<file path="config.mk">
export PLATFORM = sky130hd
export DESIGN_NAME = siad_decoder
export DESIGN_NICKNAME = d
export VERILOG_FILES = /design/src/logic/siad_pkg.sv /design/src/logic/siad_decoder.sv
export SDC_FILE = /design/constraint.sdc
export NUM_CORES = 1
export LEC_CHECK = 0
export ABC_CLOCK_PERIOD_IN_PS = 8400
export BUFFER_PORTS_ARGS = -buffer_cell sky130_fd_sc_hd__buf_2
export CORE_ASPECT_RATIO = 0.8
export CORE_MARGIN = 3
export CORE_UTILIZATION = 60
export DETAILED_ROUTE_END_ITERATION = 6
export GPL_TIMING_DRIVEN = 0
export PLACE_DENSITY = 0.79
export REMOVE_ABC_BUFFERS = 1
export SYNTH_ARGS = -nofsm -noshare
export SYNTH_HDL_FRONTEND = slang
export SYNTH_SLANG_ARGS = --single-unit
</file>
<file path="constraint.sdc">
create_clock -name ref_clk -period 8.4 [get_ports ref_clk]
set_input_delay 0.42 -clock ref_clk [delete_from_list [all_inputs] [get_ports ref_clk]]
set_output_delay 0.42 -clock ref_clk [all_outputs]
set_load 0.05 [all_outputs]
</file>
<file path="src/logic/siad_pkg.sv">
// package for the smm/inbound/io address decoder: address windows, field
// layouts, request and answer carriers shared by decoder and bench.
// assumes 40-bit system addresses and seven downstream ports.
package siad_pkg;
  localparam int NPORT = 7;
  localparam int AW = 40;

  localparam logic [39:0] LEG_LO = 40'h00_000a_0000;
  localparam logic [39:0] LEG_HI = 40'h00_000b_ffff;
  localparam logic [39:0] BIOS_LO = 40'h00_000c_0000;
  localparam logic [39:0] BIOS_HI = 40'h00_000f_ffff;
  localparam logic [39:0] HSMM_LO = 40'h00_feda_0000;
  localparam logic [39:0] HSMM_HI = 40'h00_fedb_ffff;
  localparam logic [39:0] HUB_LO = 40'h00_fe00_0000;
  localparam logic [39:0] HUB_HI = 40'h00_febf_ffff;
  localparam logic [39:0] INTR_LO = 40'h00_fee0_0000;
  localparam logic [39:0] INTR_HI = 40'h00_feef_ffff;
  localparam logic [39:0] CFGWIN_SIZE = 40'h00_1000_0000;
  localparam logic [1:0] BIOS_ATTR_RW = 2'h3;

  localparam logic [15:0] VGA_A_LO = 16'h03b0;
  localparam logic [15:0] VGA_A_HI = 16'h03bb;
  localparam logic [15:0] VGA_B_LO = 16'h03c0;
  localparam logic [15:0] VGA_B_HI = 16'h03df;
  localparam logic [15:0] CFG_ADDR_IO = 16'h0cf8;
  localparam logic [15:0] CFG_DATA_IO = 16'h0cfc;
  localparam logic [15:0] VGA10_MASK = 16'h03ff;
  localparam logic [3:0] SEG_SHIFT = 4'hc;

  // register offsets (word aligned)
  localparam logic [11:0] OFS_SMMCTL = 12'h000;
  localparam logic [11:0] OFS_SMMTOP = 12'h004;
  localparam logic [11:0] OFS_SEGSZ = 12'h008;
  localparam logic [11:0] OFS_CFGBASE = 12'h00c;
  localparam logic [11:0] OFS_MISC = 12'h010;
  localparam logic [11:0] OFS_STATUS = 12'h014;
  localparam logic [11:0] OFS_PORT0 = 12'h020;
  // ext_smm_control fields
  localparam int F_GLOBAL = 0;
  localparam int F_HIGH = 1;
  localparam int F_EXTSEG = 2;
  localparam int F_LOCK = 3;
  localparam int F_CLOSED = 4;
  localparam int F_OPEN = 5;
  // per-port word: io_enable, vga, isa, vga16, base seg[11:8], limit seg[15:12]
  localparam int P_IOE = 0;
  localparam int P_VGA = 1;
  localparam int P_ISA = 2;
  localparam int P_VGA16 = 3;
  localparam int P_BASE = 8;
  localparam int P_LIM = 12;
  localparam logic [31:0] RST_ZERO = 32'h0000_0000;

  typedef enum logic [3:0] {
    SIAD_MAIN_MEM, SIAD_SMM_MEM, SIAD_PORT, SIAD_SB_LINK, SIAD_ABORT,
    SIAD_CFG, SIAD_PROC_INTR, SIAD_HUB_REG
  } siad_dest_t;

  typedef struct packed {
    logic [39:0] addr;
    logic is_io;
    logic is_write;
    logic is_code;
    logic is_wb;        // writeback_kind
    logic smm_qual;     // smm_qualifier
    logic inbound;
    logic [2:0] src;    // 0 = southbridge_link, 1..7 = port
    logic [2:0] nbytes; // io byte count minus one
    logic hub_valid;
  } siad_req_t;

  typedef struct packed {
    siad_dest_t dest;
    logic [2:0] port;
    logic [39:0] addr;
    logic coherent;
    logic no_snoop;
    logic err;
  } siad_rsp_t;
endpackage

</file>
<file path="src/logic/siad_decoder.sv">
// address-disposition decoder: one request per valid, answer one cycle later.
// assumes requests arrive on ref_clk from logic in the same domain, registers over apb.
// Summary of operation
// - inbound hits enabled smm: abort, flag some
// - legacy window to smm only if granted
// - extended range disabled goes to plain memory
// - extended enabled: grant or writeback else abort
// - high smm remaps to legacy when permitted
// - vga needs exactly one enabled port
// - inbound targeting its own port aborts
// - inbound smm hits never snoop processor bus
// - inbound vga window: abort unless vga enabled
// - inbound bios segments need attribute eleven
// - inbound extended range: memory or abort
// - inbound config and hub registers abort
// - inbound high smm aborts with flag
// - inbound interrupt writes go to processors
// - io decodes bits fifteen to zero, wraps
// - after reset all io to southbridge
// - io space is sixteen 4kb segments
// - vga io ranges need every byte inside
// - cf8 dword/cfc with enable bit are config
// - isa alias upper 768 bytes to southbridge
// - io inside port base/limit goes there
// - io priority vga, config, isa, window
// - grant from enables, lock, qualifier, code/data
// - enables from control register, processors only
//
// Added by the designer: the address map and the APB slave port.
`timescale 1ns/1ps
`default_nettype none
module siad_decoder (
  input wire logic ref_clk,
  input wire logic resetn,
  input wire logic psel,
  input wire logic penable,
  input wire logic pwrite,
  input wire logic [11:0] paddr,
  input wire logic [31:0] pwdata,
  output logic [31:0] prdata,
  output logic pready,
  output logic pslverr,
  input wire logic req_valid,
  input wire siad_pkg::siad_req_t req,
  input wire logic [31:0] cfg_addr_port,
  input wire logic [1:0] bios_segment_attribute,
  output var siad_pkg::siad_rsp_t rsp,
  output logic rsp_valid
);
  import siad_pkg::*;

  logic [31:0] ext_smm_control_r;
  logic [31:0] ext_smm_top_r;
  logic [31:0] ext_segment_size_r;
  logic [31:0] cfg_window_base_r;
  logic [31:0] misc_r;
  logic invalid_smram_flag_r;
  logic [15:0] port_r [NPORT];

  logic wr_en, rd_en, unmapped;
  logic err_set;
  logic [2:0] pidx;
  assign wr_en = psel && penable && pwrite;
  assign rd_en = psel && penable && !pwrite;
  assign pidx = 3'(paddr[4:2]);
  always_comb begin
    unmapped = 1'b1;
    case (paddr)
      OFS_SMMCTL, OFS_SMMTOP, OFS_SEGSZ, OFS_CFGBASE, OFS_MISC, OFS_STATUS: unmapped = 1'b0;
      default: unmapped = !(paddr >= OFS_PORT0 && paddr < OFS_PORT0 + 12'h01c);
    endcase
  end

  // zero-wait slave: every access finishes in its first access cycle
  always_ff @(posedge ref_clk or negedge resetn) begin
    if (!resetn) begin
      pready <= 1'b0;
      pslverr <= 1'b0;
    end else begin
      pready <= psel && !penable;
      pslverr <= psel && !penable && unmapped;
    end
  end

  logic acc;
  assign acc = psel && penable && pready;

  // one block per register; each takes a whole word, there are no byte strobes
  always_ff @(posedge ref_clk or negedge resetn) begin
    if (!resetn) begin
      ext_smm_control_r <= RST_ZERO;
    end else if (acc && wr_en && paddr == OFS_SMMCTL) begin
      ext_smm_control_r <= pwdata;
    end
  end

  always_ff @(posedge ref_clk or negedge resetn) begin
    if (!resetn) begin
      ext_smm_top_r <= RST_ZERO;
    end else if (acc && wr_en && paddr == OFS_SMMTOP) begin
      ext_smm_top_r <= pwdata;
    end
  end

  always_ff @(posedge ref_clk or negedge resetn) begin
    if (!resetn) begin
      ext_segment_size_r <= RST_ZERO;
    end else if (acc && wr_en && paddr == OFS_SEGSZ) begin
      ext_segment_size_r <= pwdata;
    end
  end

  always_ff @(posedge ref_clk or negedge resetn) begin
    if (!resetn) begin
      cfg_window_base_r <= RST_ZERO;
    end else if (acc && wr_en && paddr == OFS_CFGBASE) begin
      cfg_window_base_r <= pwdata;
    end
  end

  always_ff @(posedge ref_clk or negedge resetn) begin
    if (!resetn) begin
      misc_r <= RST_ZERO;
    end else if (acc && wr_en && paddr == OFS_MISC) begin
      misc_r <= pwdata;
    end
  end

  // port windows all cleared at reset so io falls to the southbridge
  generate
    for (genvar p = 0; p < NPORT; p++) begin : g_port
      always_ff @(posedge ref_clk or negedge resetn) begin
        if (!resetn) begin
          port_r[p] <= 16'h0000;
        end else if (acc && wr_en && paddr == OFS_PORT0 + 12'(4 * p)) begin
          port_r[p] <= pwdata[15:0];
        end
      end
    end
  endgenerate

  // hardware set wins over a software write-one-to-clear
  always_ff @(posedge ref_clk or negedge resetn) begin
    if (!resetn) begin
      invalid_smram_flag_r <= 1'b0;
    end else if (err_set) begin
      invalid_smram_flag_r <= 1'b1;
    end else if (acc && wr_en && paddr == OFS_STATUS && pwdata[0]) begin
      invalid_smram_flag_r <= 1'b0;
    end
  end

  always_ff @(posedge ref_clk or negedge resetn) begin
    if (!resetn) begin
      prdata <= RST_ZERO;
    end else if (psel && !penable && !pwrite) begin
      case (paddr)
        OFS_SMMCTL: prdata <= ext_smm_control_r;
        OFS_SMMTOP: prdata <= ext_smm_top_r;
        OFS_SEGSZ: prdata <= ext_segment_size_r;
        OFS_CFGBASE: prdata <= cfg_window_base_r;
        OFS_MISC: prdata <= misc_r;
        OFS_STATUS: prdata <= {31'h0000_0000, invalid_smram_flag_r};
        default: prdata <= unmapped ? RST_ZERO : {16'h0000, port_r[pidx - 3'h0]};
      endcase
    end
  end

  // ---------------- disposition ----------------
  logic g_en, h_en, t_en, d_lck, d_cls, d_ope;
  assign g_en = ext_smm_control_r[F_GLOBAL];
  assign h_en = ext_smm_control_r[F_HIGH];
  assign t_en = ext_smm_control_r[F_EXTSEG];
  assign d_lck = ext_smm_control_r[F_LOCK];
  assign d_cls = ext_smm_control_r[F_CLOSED];
  assign d_ope = ext_smm_control_r[F_OPEN] && !d_lck;

  // grant: legacy closed blocks data only; lock overrides open
  logic grant_leg, grant_ext;
  always_comb begin
    grant_ext = g_en && !req.inbound && (req.smm_qual || d_ope);
    grant_leg = grant_ext && (req.is_code || !d_cls || d_ope);
  end

  logic [39:0] ext_lo, ext_hi, cfg_lo;
  assign ext_hi = {8'h00, ext_smm_top_r};
  assign ext_lo = {8'h00, ext_smm_top_r - ext_segment_size_r};
  assign cfg_lo = {8'h00, cfg_window_base_r};

  // address windows, tested in the order of the disposition chain below
  logic in_leg, in_bios, in_ext, in_hsmm, in_cfgwin, in_hub, in_intr;
  assign in_leg = req.addr >= LEG_LO && req.addr <= LEG_HI;
  assign in_bios = req.addr >= BIOS_LO && req.addr <= BIOS_HI;
  assign in_ext = req.addr >= ext_lo && req.addr < ext_hi;
  assign in_hsmm = req.addr >= HSMM_LO && req.addr <= HSMM_HI;
  assign in_cfgwin = req.addr >= cfg_lo && req.addr < cfg_lo + CFGWIN_SIZE;
  assign in_hub = req.addr >= HUB_LO && req.addr <= HUB_HI;
  assign in_intr = req.addr >= INTR_LO && req.addr <= INTR_HI;

  // vga port: exactly one port with vga enable
  logic [3:0] vga_cnt;
  logic [2:0] vga_port;
  always_comb begin
    vga_cnt = 4'h0;
    vga_port = 3'h0;
    for (int p = 0; p < NPORT; p++) begin
      if (port_r[p][P_VGA]) begin
        vga_cnt = vga_cnt + 4'h1;
        vga_port = 3'(p + 1);
      end
    end
  end

  logic [15:0] io_a, io_last;
  always_comb begin
    io_a = {req.addr[15:3], req.addr[2:0]};
    io_last = io_a + {13'h0000, req.nbytes};
  end

  // per-port io matches; the priority pick below takes the lowest port first
  logic [NPORT-1:0] vga_hit, win_hit, isa_hit;
  generate
    for (genvar p = 0; p < NPORT; p++) begin : g_match
      logic [15:0] va, vl;
      assign va = port_r[p][P_VGA16] ? io_a : (io_a & VGA10_MASK);
      assign vl = port_r[p][P_VGA16] ? io_last : (io_last & VGA10_MASK);
      // a masked span that wraps past 3ffh ends below its start and never matches
      assign vga_hit[p] = port_r[p][P_IOE] && port_r[p][P_VGA] && vl >= va &&
        ((va >= VGA_A_LO && vl <= VGA_A_HI) || (va >= VGA_B_LO && vl <= VGA_B_HI));
      assign win_hit[p] = port_r[p][P_IOE] && io_a[15:SEG_SHIFT] >= port_r[p][P_BASE +: 4] &&
        io_a[15:SEG_SHIFT] <= port_r[p][P_LIM +: 4];
      assign isa_hit[p] = port_r[p][P_ISA] && io_a[9:8] != 2'b00;
    end
  endgenerate

  siad_rsp_t d;
  logic d_err;
  always_comb begin
    logic found;
    d = '{dest: SIAD_SB_LINK, port: 3'h0, addr: req.addr, coherent: 1'b0, no_snoop: 1'b0, err: 1'b0};
    d_err = 1'b0;
    found = 1'b0;
    if (req.is_io) begin
      d.addr = {24'h00_0000, io_a};
      for (int p = 0; p < NPORT; p++) begin
        if (!found && vga_hit[p]) begin
          found = 1'b1;
          d.dest = SIAD_PORT;
          d.port = 3'(p + 1);
        end
      end
      if (!found && !req.inbound && cfg_addr_port[31] &&
          ((io_a == CFG_ADDR_IO && req.nbytes == 3'h3) ||
           (io_a[15:2] == CFG_DATA_IO[15:2] && io_last <= CFG_DATA_IO + 16'h0003))) begin
        found = 1'b1;
        d.dest = SIAD_CFG;
      end
      for (int p = 0; p < NPORT; p++) begin
        if (!found && win_hit[p]) begin
          found = 1'b1;
          if (isa_hit[p]) begin
            d.dest = SIAD_SB_LINK;
          end else begin
            d.dest = SIAD_PORT;
            d.port = 3'(p + 1);
          end
        end
      end
    end else if (in_leg) begin
      if (req.inbound) begin
        if (vga_cnt == 4'h0) begin
          d.dest = SIAD_SB_LINK;
          d_err = 1'b1;
        end else if (vga_cnt == 4'h1) begin
          d.dest = SIAD_PORT;
          d.port = vga_port;
        end
        d.no_snoop = 1'b1;
      end else if (g_en && !h_en && grant_leg) begin
        d.dest = SIAD_SMM_MEM;
      end else if (vga_cnt == 4'h1) begin
        d.dest = SIAD_PORT;
        d.port = vga_port;
      end
    end else if (in_bios && req.inbound) begin
      d.dest = (bios_segment_attribute == BIOS_ATTR_RW) ? SIAD_MAIN_MEM : SIAD_ABORT;
    end else if (in_ext) begin
      d.dest = SIAD_MAIN_MEM;
      d.coherent = 1'b1;
      if (g_en && t_en) begin
        if (req.inbound) begin
          d.dest = SIAD_SB_LINK;
          d.coherent = 1'b0;
          d.no_snoop = 1'b1;
          d_err = 1'b1;
        end else if (grant_ext || req.is_wb) begin
          d.dest = SIAD_SMM_MEM;
        end else begin
          d.dest = SIAD_ABORT;
          d.coherent = 1'b0;
          d_err = 1'b1;
        end
      end
    end else if (in_hsmm) begin
      d.dest = SIAD_SB_LINK;
      if (req.inbound) begin
        d.no_snoop = 1'b1;
        d_err = 1'b1;
      end else if (g_en && h_en) begin
        if (grant_ext || req.is_wb) begin
          d.dest = SIAD_SMM_MEM;
          d.addr = req.addr - HSMM_LO + LEG_LO;
        end else begin
          d.dest = SIAD_ABORT;
          d_err = 1'b1;
        end
      end
    end else if (req.inbound && in_cfgwin) begin
      d.dest = SIAD_ABORT;
    end else if (in_hub) begin
      if (req.hub_valid) d.dest = req.inbound ? SIAD_ABORT : SIAD_HUB_REG;
    end else if (in_intr && req.inbound && req.is_write) begin
      d.dest = SIAD_PROC_INTR;
    end
    // inbound request that decodes back to its own port
    if (req.inbound && d.dest == SIAD_PORT && d.port == req.src) begin
      d.dest = SIAD_ABORT;
    end
    d.err = d_err;
  end

  assign err_set = req_valid && d_err;

  // one registered decision per accepted request
  always_ff @(posedge ref_clk or negedge resetn) begin
    if (!resetn) begin
      rsp_valid <= 1'b0;
      rsp <= '{dest: SIAD_SB_LINK, port: 3'h0, addr: 40'h00_0000_0000, coherent: 1'b0, no_snoop: 1'b0, err: 1'b0};
    end else begin
      rsp_valid <= req_valid;
      if (req_valid) begin
        rsp <= d;
      end
    end
  end
endmodule
`default_nettype wire

</file>
Word-level counts from Yosys, hierarchy flattened
Index checks and enable logic that the tools add are counted.

Reduce and logical (&&, ||, !) cells: 156. $lt $le $gt $ge: 67. Bitwise gates (word level): 1. Mux-type cells: 147. Equal/unequal tests: 19. Add/subtract/negate cells: 11.

Operator list (number): two-way mux 16 bit (17); >= comparator 16 x 10 -> 1 bit (second input constant) (14); <= comparator 16 x 10 -> 1 bit (second input constant) (14); two-way mux 40 bit (5); case mux 32 bit (6 select lines) (1); >= comparator 40 x 32 -> 1 bit (second input constant) (3); <= comparator 40 x 32 -> 1 bit (second input constant) (3); logical AND 1 bit (118); >= comparator 16 bit (7); two-way mux 7 bit (16); equality test 12 x 6 -> 1 bit (second input constant) (7); >= comparator 40 x 20 -> 1 bit (second input constant) (2); >= comparator 40 x 32 -> 1 bit (2); <= comparator 40 x 20 -> 1 bit (second input constant) (2); two-way mux 3 bit (24); two-way mux 4 bit (17); two-way mux 1 bit (60); binary-select mux 16 bit (select 3 bit) (1); two-way mux 47 bit (1); two-way mux 42 bit (1); two-way mux 41 bit (1); adder 40 x 20 -> 40 bit (second input constant) (1); less-than comparator 40 x 32 -> 1 bit (1); less-than comparator 40 x 33 -> 1 bit (1); other kinds (29) (82).

Output and inout bits: 85. Logic and storage cells: 424. Input port bits: 137. Flip-flop bits (word level): 358.

Depth between registers and ports, before layout
Gate-level depths: netlist of the first run.

Depth after elaboration: 70. Depth in mapped cells: 29. Gate-level depth less buffers: 29.

Least setup slack after synthesis of the first run
No wires, ideal clock.

Path kind: register to register. Start point: reg ext_smm_top_r[0]. End point: reg rsp[48] in the netlist's numbering. Path buffers: 0. Data arrival time: 5.804 ns. Library setup time: 0.124 ns. Required time: 8.276 ns. Slack: 2.472 ns. Clock period less this slack: 5.928 ns. Stages on the path, launching flop included: 30. Path through: dfrtp_1 inv_1 ha_1 inv_1 fa_1 a21o_1 a211oi_1 o21bai_1 a21oi_1 o221a_2 a211oi_1 a211o_1 a31o_2 a31oi_1 o21ai_0 a221oi_1 xor2_1 ha_1 nand4_1 nor3_1 nand2_1 nor4b_1 a22oi_1 or2_2 or4b_1 nand4_1 a211o_1 a2111oi_2 o2111a_1 or2_1.

Cells in the longest elaborated chain, start to end: 11. Elaborated cells on any way between the ends: 12. Those cells by class: add/sub (1); order compare (2); eq/ne (1); mux (5); reduce/logical (3).

Ends and longest elaborated chain: from (decl) (RTL line siad_decoder.sv:53) `logic [31:0] ext_smm_top_r;`; from (signal assigned) (RTL line siad_decoder.sv:101) `ext_smm_top_r <= pwdata;`; subtractor 32 bit (RTL line siad_decoder.sv:187) `assign ext_lo = {8'h00, ext_smm_top_r - ext_segment_size_r};`; >= comparator 40 x 32 -> 1 bit (RTL line siad_decoder.sv:194) `assign in_ext = req.addr >= ext_lo && req.addr < ext_hi;`; logical AND 1 bit (*) (RTL line siad_decoder.sv:194); two-way mux 4 bit (*) (RTL line siad_decoder.sv:287) `end else if (in_ext) begin`; two-way mux 4 bit (*) (RTL line siad_decoder.sv:285) `end else if (in_bios && req.inbound) begin`; two-way mux 4 bit (*) (RTL line siad_decoder.sv:269) `end else if (in_leg) begin`; two-way mux 47 bit (*) (RTL line siad_decoder.sv:243) `if (req.is_io) begin`; equality test 4 x 2 -> 1 bit (RTL line siad_decoder.sv:326) `if (req.inbound && d.dest == SIAD_PORT && d.port == req.src) begin`; logical AND 1 bit (2 in series) (RTL line siad_decoder.sv:326); two-way mux 4 bit (*) (RTL line siad_decoder.sv:326); to (signal assigned) (RTL line siad_decoder.sv:338) `rsp <= '{dest: SIAD_SB_LINK, port: 3'h0, addr: 40'h00_0000_0000, coherent: 1'b0, no_snoop: 1'b0, err: 1'b0};`; to (decl) (RTL line siad_decoder.sv:47) `output var siad_pkg::siad_rsp_t rsp,`.

Every way passes the cells marked *; elsewhere a longest branch is shown, timed or not. A chain may end at the register's enable or synchronous reset.

Final worst setup path of the first run
Start point: reg ext_smm_top_r[0]. End point: reg rsp[47] in the netlist's numbering.

Same word-level chain as after synthesis.

==> results of run 1 <==
logic make-up (layout without fill, tap and decap cells):
kind of cell | after synthesis | after routing
adder cells (fa/ha/maj) | 252 | 252
multiplexers | 221 | 221
AO/OA/AOI/OAI | 646 | 646
AND/OR/NAND/NOR | 760 | 760
buffers and inverters | 343 | 485
other | 1 | 4
XOR/XNOR | 54 | 54
flip-flops | 357 | 357
flip-flops by register name (all words and copies together) (netlist names):
| signal | cells |
|---|---|
| cfg_window_base_r | 32 |
| ext_segment_size_r | 32 |
| ext_smm_control_r | 32 |
| ext_smm_top_r | 32 |
| invalid_smram_flag_r | 1 |
| misc_r | 32 |
| port_r | 112 |
| prdata | 32 |
| pready | 1 |
| pslverr | 1 |
| rsp | 49 |
| rsp_valid | 1 |
per-stage QoR:
step	util [%]	instance area (um2)
finish	68.7	27400
global route	68.7	27400
CTS	68.7	27400
detailed placement	65.4	26000
global placement	64.1	25600
floorplan	-	23900
synthesized netlist by cell type, types with 10 or more instances:
library cell and n:
a21o_1 36, o21ai_0 199, nand2_1 292, nor2b_1 61
nor3_1 41, nand3_1 48, inv_1 207, clkbuf_1 116
a21oi_1 138, nor4_1 24, mux4_2 16, o21a_1 12
mux2_2 182, a31oi_1 40, nand4_1 40, mux2i_1 23
nor2_1 145, o211ai_1 17, dfrtp_1 355, ha_1 250
buf_1 13, a211oi_1 20, a222oi_1 46, and2_1 10
a22oi_1 19, and3_1 12, nand2b_1 18, xnor2_1 33
xor2_1 21
layout make-up:
type	instances	area share, %
clock buffers	57	4.14
clock inverters	10	0.708
diodes	3	0.0274
well taps	536	2.45
inverters	208	2.85
repair buffers	210	5.03
flip-flops and latches	357	32.6
multi-input cells	1934	52.2
path summary, 6_finish.rpt:
check | slack [ns] | cells after the start | from | end
setup reg to reg | 1.12 | 28 | ext_smm_top_r[0] | rsp[47]
min in group asynchronous | 0.40 | 2 | resetn | pready
max in group asynchronous | 6.61 | 4 | resetn | cfg_window_base_r[22]
hold reg to reg | 0.50 | 2 | rsp[47] | rsp[47]
setup / recovery | 1.12 | 28 | ext_smm_top_r[0] | rsp[47]
hold / removal | 0.13 | 3 | pwdata[26] | cfg_window_base_r[26]
power by group through the flow:
| stage | clock (uW) | sequential, uW | combinational, uW |
|---|---|---|---|
| after floorplan | 0 | 1980 | 179 |
| after global placement | 0 | 1830 | 574 |
| after detailed placement | 0 | 1830 | 593 |
| after CTS | 1820 | 1800 | 598 |
| after global routing | 1890 | 1800 | 644 |
| final | 1810 | 1800 | 604 |
worst max-delay path: cells and delay by family (launching register included):
kind / cells / cell delay (ns)
AO/OA/AOI/OAI: 20 / 5.24
AND/OR/NAND/NOR: 2 / 0.33
adder cells (fa/ha/maj): 3 / 0.82
XOR/XNOR: 1 / 0.18
flip-flops: 1 / 0.41
buffers and inverters: 2 / 0.16
layer usage:
layer / up-vias / track usage, %
met5: - / 0
met4: 2 / 11.3
met3: 202 / 7.54
met2: 1242 / 52.3
met1: 10600 / 50.0
li1: 9791 / -
timing repair:
item	in CTS	in global routing
hold buffers	1	0
endpoints found under the hold margin	49	0
setup buffers	0	0
gates resized for setup	0	0
==> qor.txt, run 1 <==
Switching Share: 28.4%
CP peak stage delay: 0.53 ns
CP most frequent cell: a211oi_1
Tmin final: 7.28 ns
setup ws final: 1.12 ns
CP max-delay cell: a22oi_1
WL/cell: 23.0 um
Sw Pwr: 1190 uW
Clock Latency Late Sink: 0.56 ns
CP Capture Type: register
post-synthesis simple-gate area fraction: 15.1%
Synth Instances: 2,634
pre-CTS WS: 1.41 ns
DR WL met2: 33.1 mm
crit share post-route: 86.7%
Synth area leaders: dfrtp_1, ha_1, mux2_2, nand2_1, o21ai_0
routed wire length: 76.4 mm
commonest non-fill, non-tap cell in the layout: dfrtp_1
syn_area_per_cell: 9.29 um2
placed instance count: 3,244
CTS sink cnt: 357
area delta synth->final: 12.0%
FP Rows: 65
leak pwr: 0.0131 uW
Power Total: 4210 uW
failing checks: DRC
depth of the CTS H-tree: 2
number of vias per cell: 6.59
Tot GR Track Use: 34.7%
multiplexer area fraction after synthesis: 10.8%
XOR/XNOR Fraction of Synth Area: 1.93%
Die Y-Extent: 187 um
Root Buffer: clkbuf_16
area leader, netlist: dfrtp_1
M1 WL: 32.2 mm
first-pass GRT wire length: 119 mm
Final setup viols: 0
Vias: 21.8k
Slew headroom: 3.73%
Logic pwr share: 14.3%
Clock transition at path regs: 0.06 ns
Synth Area in Compound Gates: 17.4%
top_reg_cell synth: dfrtp_1
initial antenna violation count: 4
Final Wtd Congestion: 0.935
Remaining Overflow, GRT: 0
DRC Markers: 9
Final Hold Fails: 0
initial drt markers: 2,624
layout cells sized above 1: 18.5%
register area share after synthesis: 36.5%
Max Used Layer: met5
Peak VDD IR: 0.126 mV
mapped cell area: 24,500 um2
die width: 232 um
Async SR Flop Fraction: 100%
CORE AREA: 39,900 um2
total CTS buffers: 38
Syn. warnings: 0
Reg area: 8940 um2
P_int: 3010 uW
setup TNS: 0 ns
Post-synth EDFFs: 0
max-slew violations: 0
quantity of I/O buffers inserted on ports: 189
most frequent cells in the layout: dfrtp_1, nand2_1, ha_1
post-synthesis cell type count: 90
maximum net fanout on the critical path: 5
I/O pins: 222
Clock Tree Buf Depth: 3
Nets: 3,138
Fillers: 3,079
post-synth top area share: 36.3%
largest net degree at the start of global routing: 115
Max Clock Skew: 0.0161 ns
arrival time of the worst setup path: 7.71 ns
DIE AREA: 43,200 um2
Clk pwr share: 43.0%
Power Dens Cells: 154 nW/um2
initial core utilization: 61.4%
post-route insts no fill: 3,315
Sequential Power Share: 42.7%
worst slew pin tran: 1.44 ns
flops & latches, synth: 357
detailed placer's ending HPWL: 54.6 mm
crit path kind: register to register
vias in the first global route: 21.5k
drt pass-1 iters: 7
RSZ-0062 raised after global routing: false
adder and majority gate portion of the synthesized area: 13.0%
area of the multi-input gates: 14,300 um2
routed length on met3: 8.66 mm
main combinational cell family by area after synthesis: compound AO/OA/AOI/OAI gates
startpoint types: register
outcome: complete, but fails checks
WHS: 0.128 ns
CTS tree: built
ANT nets after route: 0
Worst EP required: 8.82 ns
Peak Freq: 0.137 GHz
MaxCap Viol Count: 0
Hold Path Class: primary input to register
Note: power is estimated with default switching activity, not from simulation.
==> run 2: changes to the inputs <==
--- a/config.mk
+++ b/config.mk
@@ -5,6 +5,7 @@
 export SDC_FILE = /design/constraint.sdc
 export NUM_CORES = 1
 export LEC_CHECK = 0
+export ABC_AREA = 1
 export ABC_CLOCK_PERIOD_IN_PS = 8400
 export BUFFER_PORTS_ARGS = -buffer_cell sky130_fd_sc_hd__buf_2
 export CORE_ASPECT_RATIO = 0.8
==> constraint.sdc (replaced) <==
create_clock -name ref_clk -period 8.4 [get_ports ref_clk]
set_input_delay 0.84 -clock ref_clk [delete_from_list [all_inputs] [get_ports ref_clk]]
set_output_delay 0.84 -clock ref_clk [all_outputs]
set_load 0.05 [all_outputs]
==> qor.txt, run 2 <==
hold buffer count at cts: 0
Clock Latency Late Sink: 0.58 ns
top_reg_cell synth: dfrtp_1
reg-to-reg startpoint: ext_smm_top_r[2]
register area share after synthesis: 36.5%
Root Buffer: clkbuf_16
DRC Markers: 0
Max Clock Skew: 0.0421 ns
leak pwr: 0.0132 uW
Most flops, register: port_r
max reg flops: 112
crit share post-route: 80.4%
CTS sink cnt: 357
Clock Tree Buf Depth: 3
Clock transition at path regs: 0.06 ns
I/O pins: 222
routed wire length: 81.8 mm
RSZ-0062 raised after global routing: false
MaxCap Viol Count: 0
Final Cell Area: 27,200 um2
number of vias per cell: 6.08
Slew headroom: 5.01%
syn_area_per_cell: 7.50 um2
initial core utilization: 61.4%
R2R cell count: 41
Hold Path Class: primary input to async pin
Nets: 3,762
drt pass-1 iters: 5
Remaining Overflow, GRT: 0
Power Dens Cells: 150 nW/um2
Switching Share: 28.4%
Logic pwr share: 12.4%
CP peak stage delay: 0.45 ns
flops & latches, synth: 357
P_int: 2940 uW
CORE AREA: 39,900 um2
area delta synth->final: 11.3%
Synth area leaders: dfrtp_1, ha_1, nand2_1, o21ai_0, inv_1
Final setup viols: 0
Syn. warnings: 0
first-pass GRT wire length: 129 mm
Final Hold Fails: 0
Power Total: 4100 uW
most frequent cell after synthesis: nand2_1
Final Wtd Congestion: 0.964
Post-synth EDFFs: 0
detailed placer's ending HPWL: 59.3 mm
largest net degree at the start of global routing: 113
outcome: completed
total CTS buffers: 39
Tmin final: 6.75 ns
most frequent cells in the layout: nand2_1, o21ai_0, inv_1
post-cts gate resize count: 0
CP max-delay cell: a21oi_1
die width: 232 um
crit path kind: register to register
depth of the CTS H-tree: 2
Peak Freq: 0.148 GHz
Tot GR Track Use: 37.6%
RR Endpoint: rsp[47]
Clk pwr share: 44.8%
setup TNS: 0 ns
initial antenna violation count: 2
Sequential Power Share: 42.7%
startpoint types: register
commonest non-fill, non-tap cell in the layout: nand2_1
mapped cell area: 24,500 um2
Peak VDD IR: 0.171 mV
Die Y-Extent: 187 um
# diodes: 0
post-synth top area share: 36.3%
layout cells sized above 1: 9.64%
r2r setup slk: 1.65 ns
CTS tree: built
vias in the first global route: 23.2k
Synth Instances: 3,263
max-slew violations: 0
CP most frequent cell: nand2_1
post-synthesis cell type count: 61
initial drt markers: 2,564
setup ws final: 1.65 ns
WL/cell: 20.7 um
Largest regs: port_r (112), rsp (49)
pre-CTS WS: 1.87 ns
Post-CTS Repair Setup Buffers: 0
maximum net fanout on the critical path: 5
quantity of I/O buffers inserted on ports: 189
arrival time of the worst setup path: 7.23 ns
WHS: 0.184 ns
ANT nets after route: 0
Async SR Flop Fraction: 100%
Worst EP required: 8.88 ns
Post-DP Area: 25,900 um2
worst slew pin tran: 1.42 ns
Vias: 24.0k
Sw Pwr: 1160 uW
FP Rows: 65
leading cell types by count after synthesis: nand2_1, o21ai_0, inv_1
CP Capture Type: register
area leader, netlist: dfrtp_1
DIE AREA: 43,300 um2
-- run 2: cell types whose count changed after synthesis, sizes merged, moves of 46 or more --
cell    previous run  this run
nand2            293       793
inv              207       432
nor2             145       209
nor2b             61         0
nand3             48       114
a222oi            46         0
o22ai              7        58
o21ai            200       443
mux2             182         1
-- run 2: layer usage --
| layer | vias to the layer above | GRT usage [%] | share of wire, % |
|---|---|---|---|
| li1 | 11200 | - | - |
| met1 | 11300 | 54.8 | 43 |
| met2 | 1287 | 56.4 | 43 |
| met3 | 199 | 7.43 | 11 |
| met4 | 4 | 11.9 | 3.1 |
| met5 | - | 0 | 0.037 |
-- run 2: cells by family (layout without fill, tap and decap cells) --
kind of cell	count (synthesis)	after routing	synth area share, %
compound gates	786	786	18.4
xor+xnor	43	43	1.54
fa+ha+maj	252	252	12.9
buf+inv	567	708	8.77
flops	357	357	36.5
mux	1	1	0.0460
other cells	1	1	0.0153
simple gates	1256	1256	21.8
-- run 2: critical path: cells and delay by family (launching register included) --
kind	cells	cell delay, ns
simple gates	26	2.83
compound gates	10	2.49
fa+ha+maj	2	0.65
flops	1	0.39
buf+inv	2	0.15
xor+xnor	1	0.09
-- run 2: area by class of cell --
class	count	area, um2
timing repair buffer	201	1210
inverter	435	1630
clock buffer	50	1060
fill	3299	12600
sequential	357	8940
multi-input combinational	2339	13400
clock inverter	22	313
tap	536	671
-- run 2: how the worst max path moves through the flow --
| stage | start | endpoint | slack [ns] | cells after the start |
|---|---|---|---|---|
| 5_1_grt | ext_smm_top_r[2] | rsp[47] | 0.93 | 41 |
| 3_5_place_dp | ext_smm_top_r[2] | rsp[47] | 1.87 | 41 |
| 6_report | ext_smm_top_r[2] | rsp[47] | 1.65 | 41 |
| 3_3_place_gp | resetn | cfg_window_base_r[18] | -0.42 | 1 |
| 2_1_floorplan | ext_smm_top_r[0] | rsp[48] | 3.32 | 44 |
| 4_1_cts | ext_smm_top_r[2] | rsp[47] | 1.79 | 41 |
-- run 2: power groups by stage --
stage	Sequential (uW)	Clock (uW)	Combinational, uW
CTS	1750	1850	500
global placement	1780	0	481
detailed placement	1780	0	497
finish	1750	1840	509
floorplan	1850	0	203
global route	1750	1920	556
-- run 2: through the flow --
step                instances  util (%)
finish                   3940      68.4
global placement         3856      64.2
floorplan                3131         -
CTS                      3939      68.3
global route             3940      68.4
detailed placement       3867      64.9
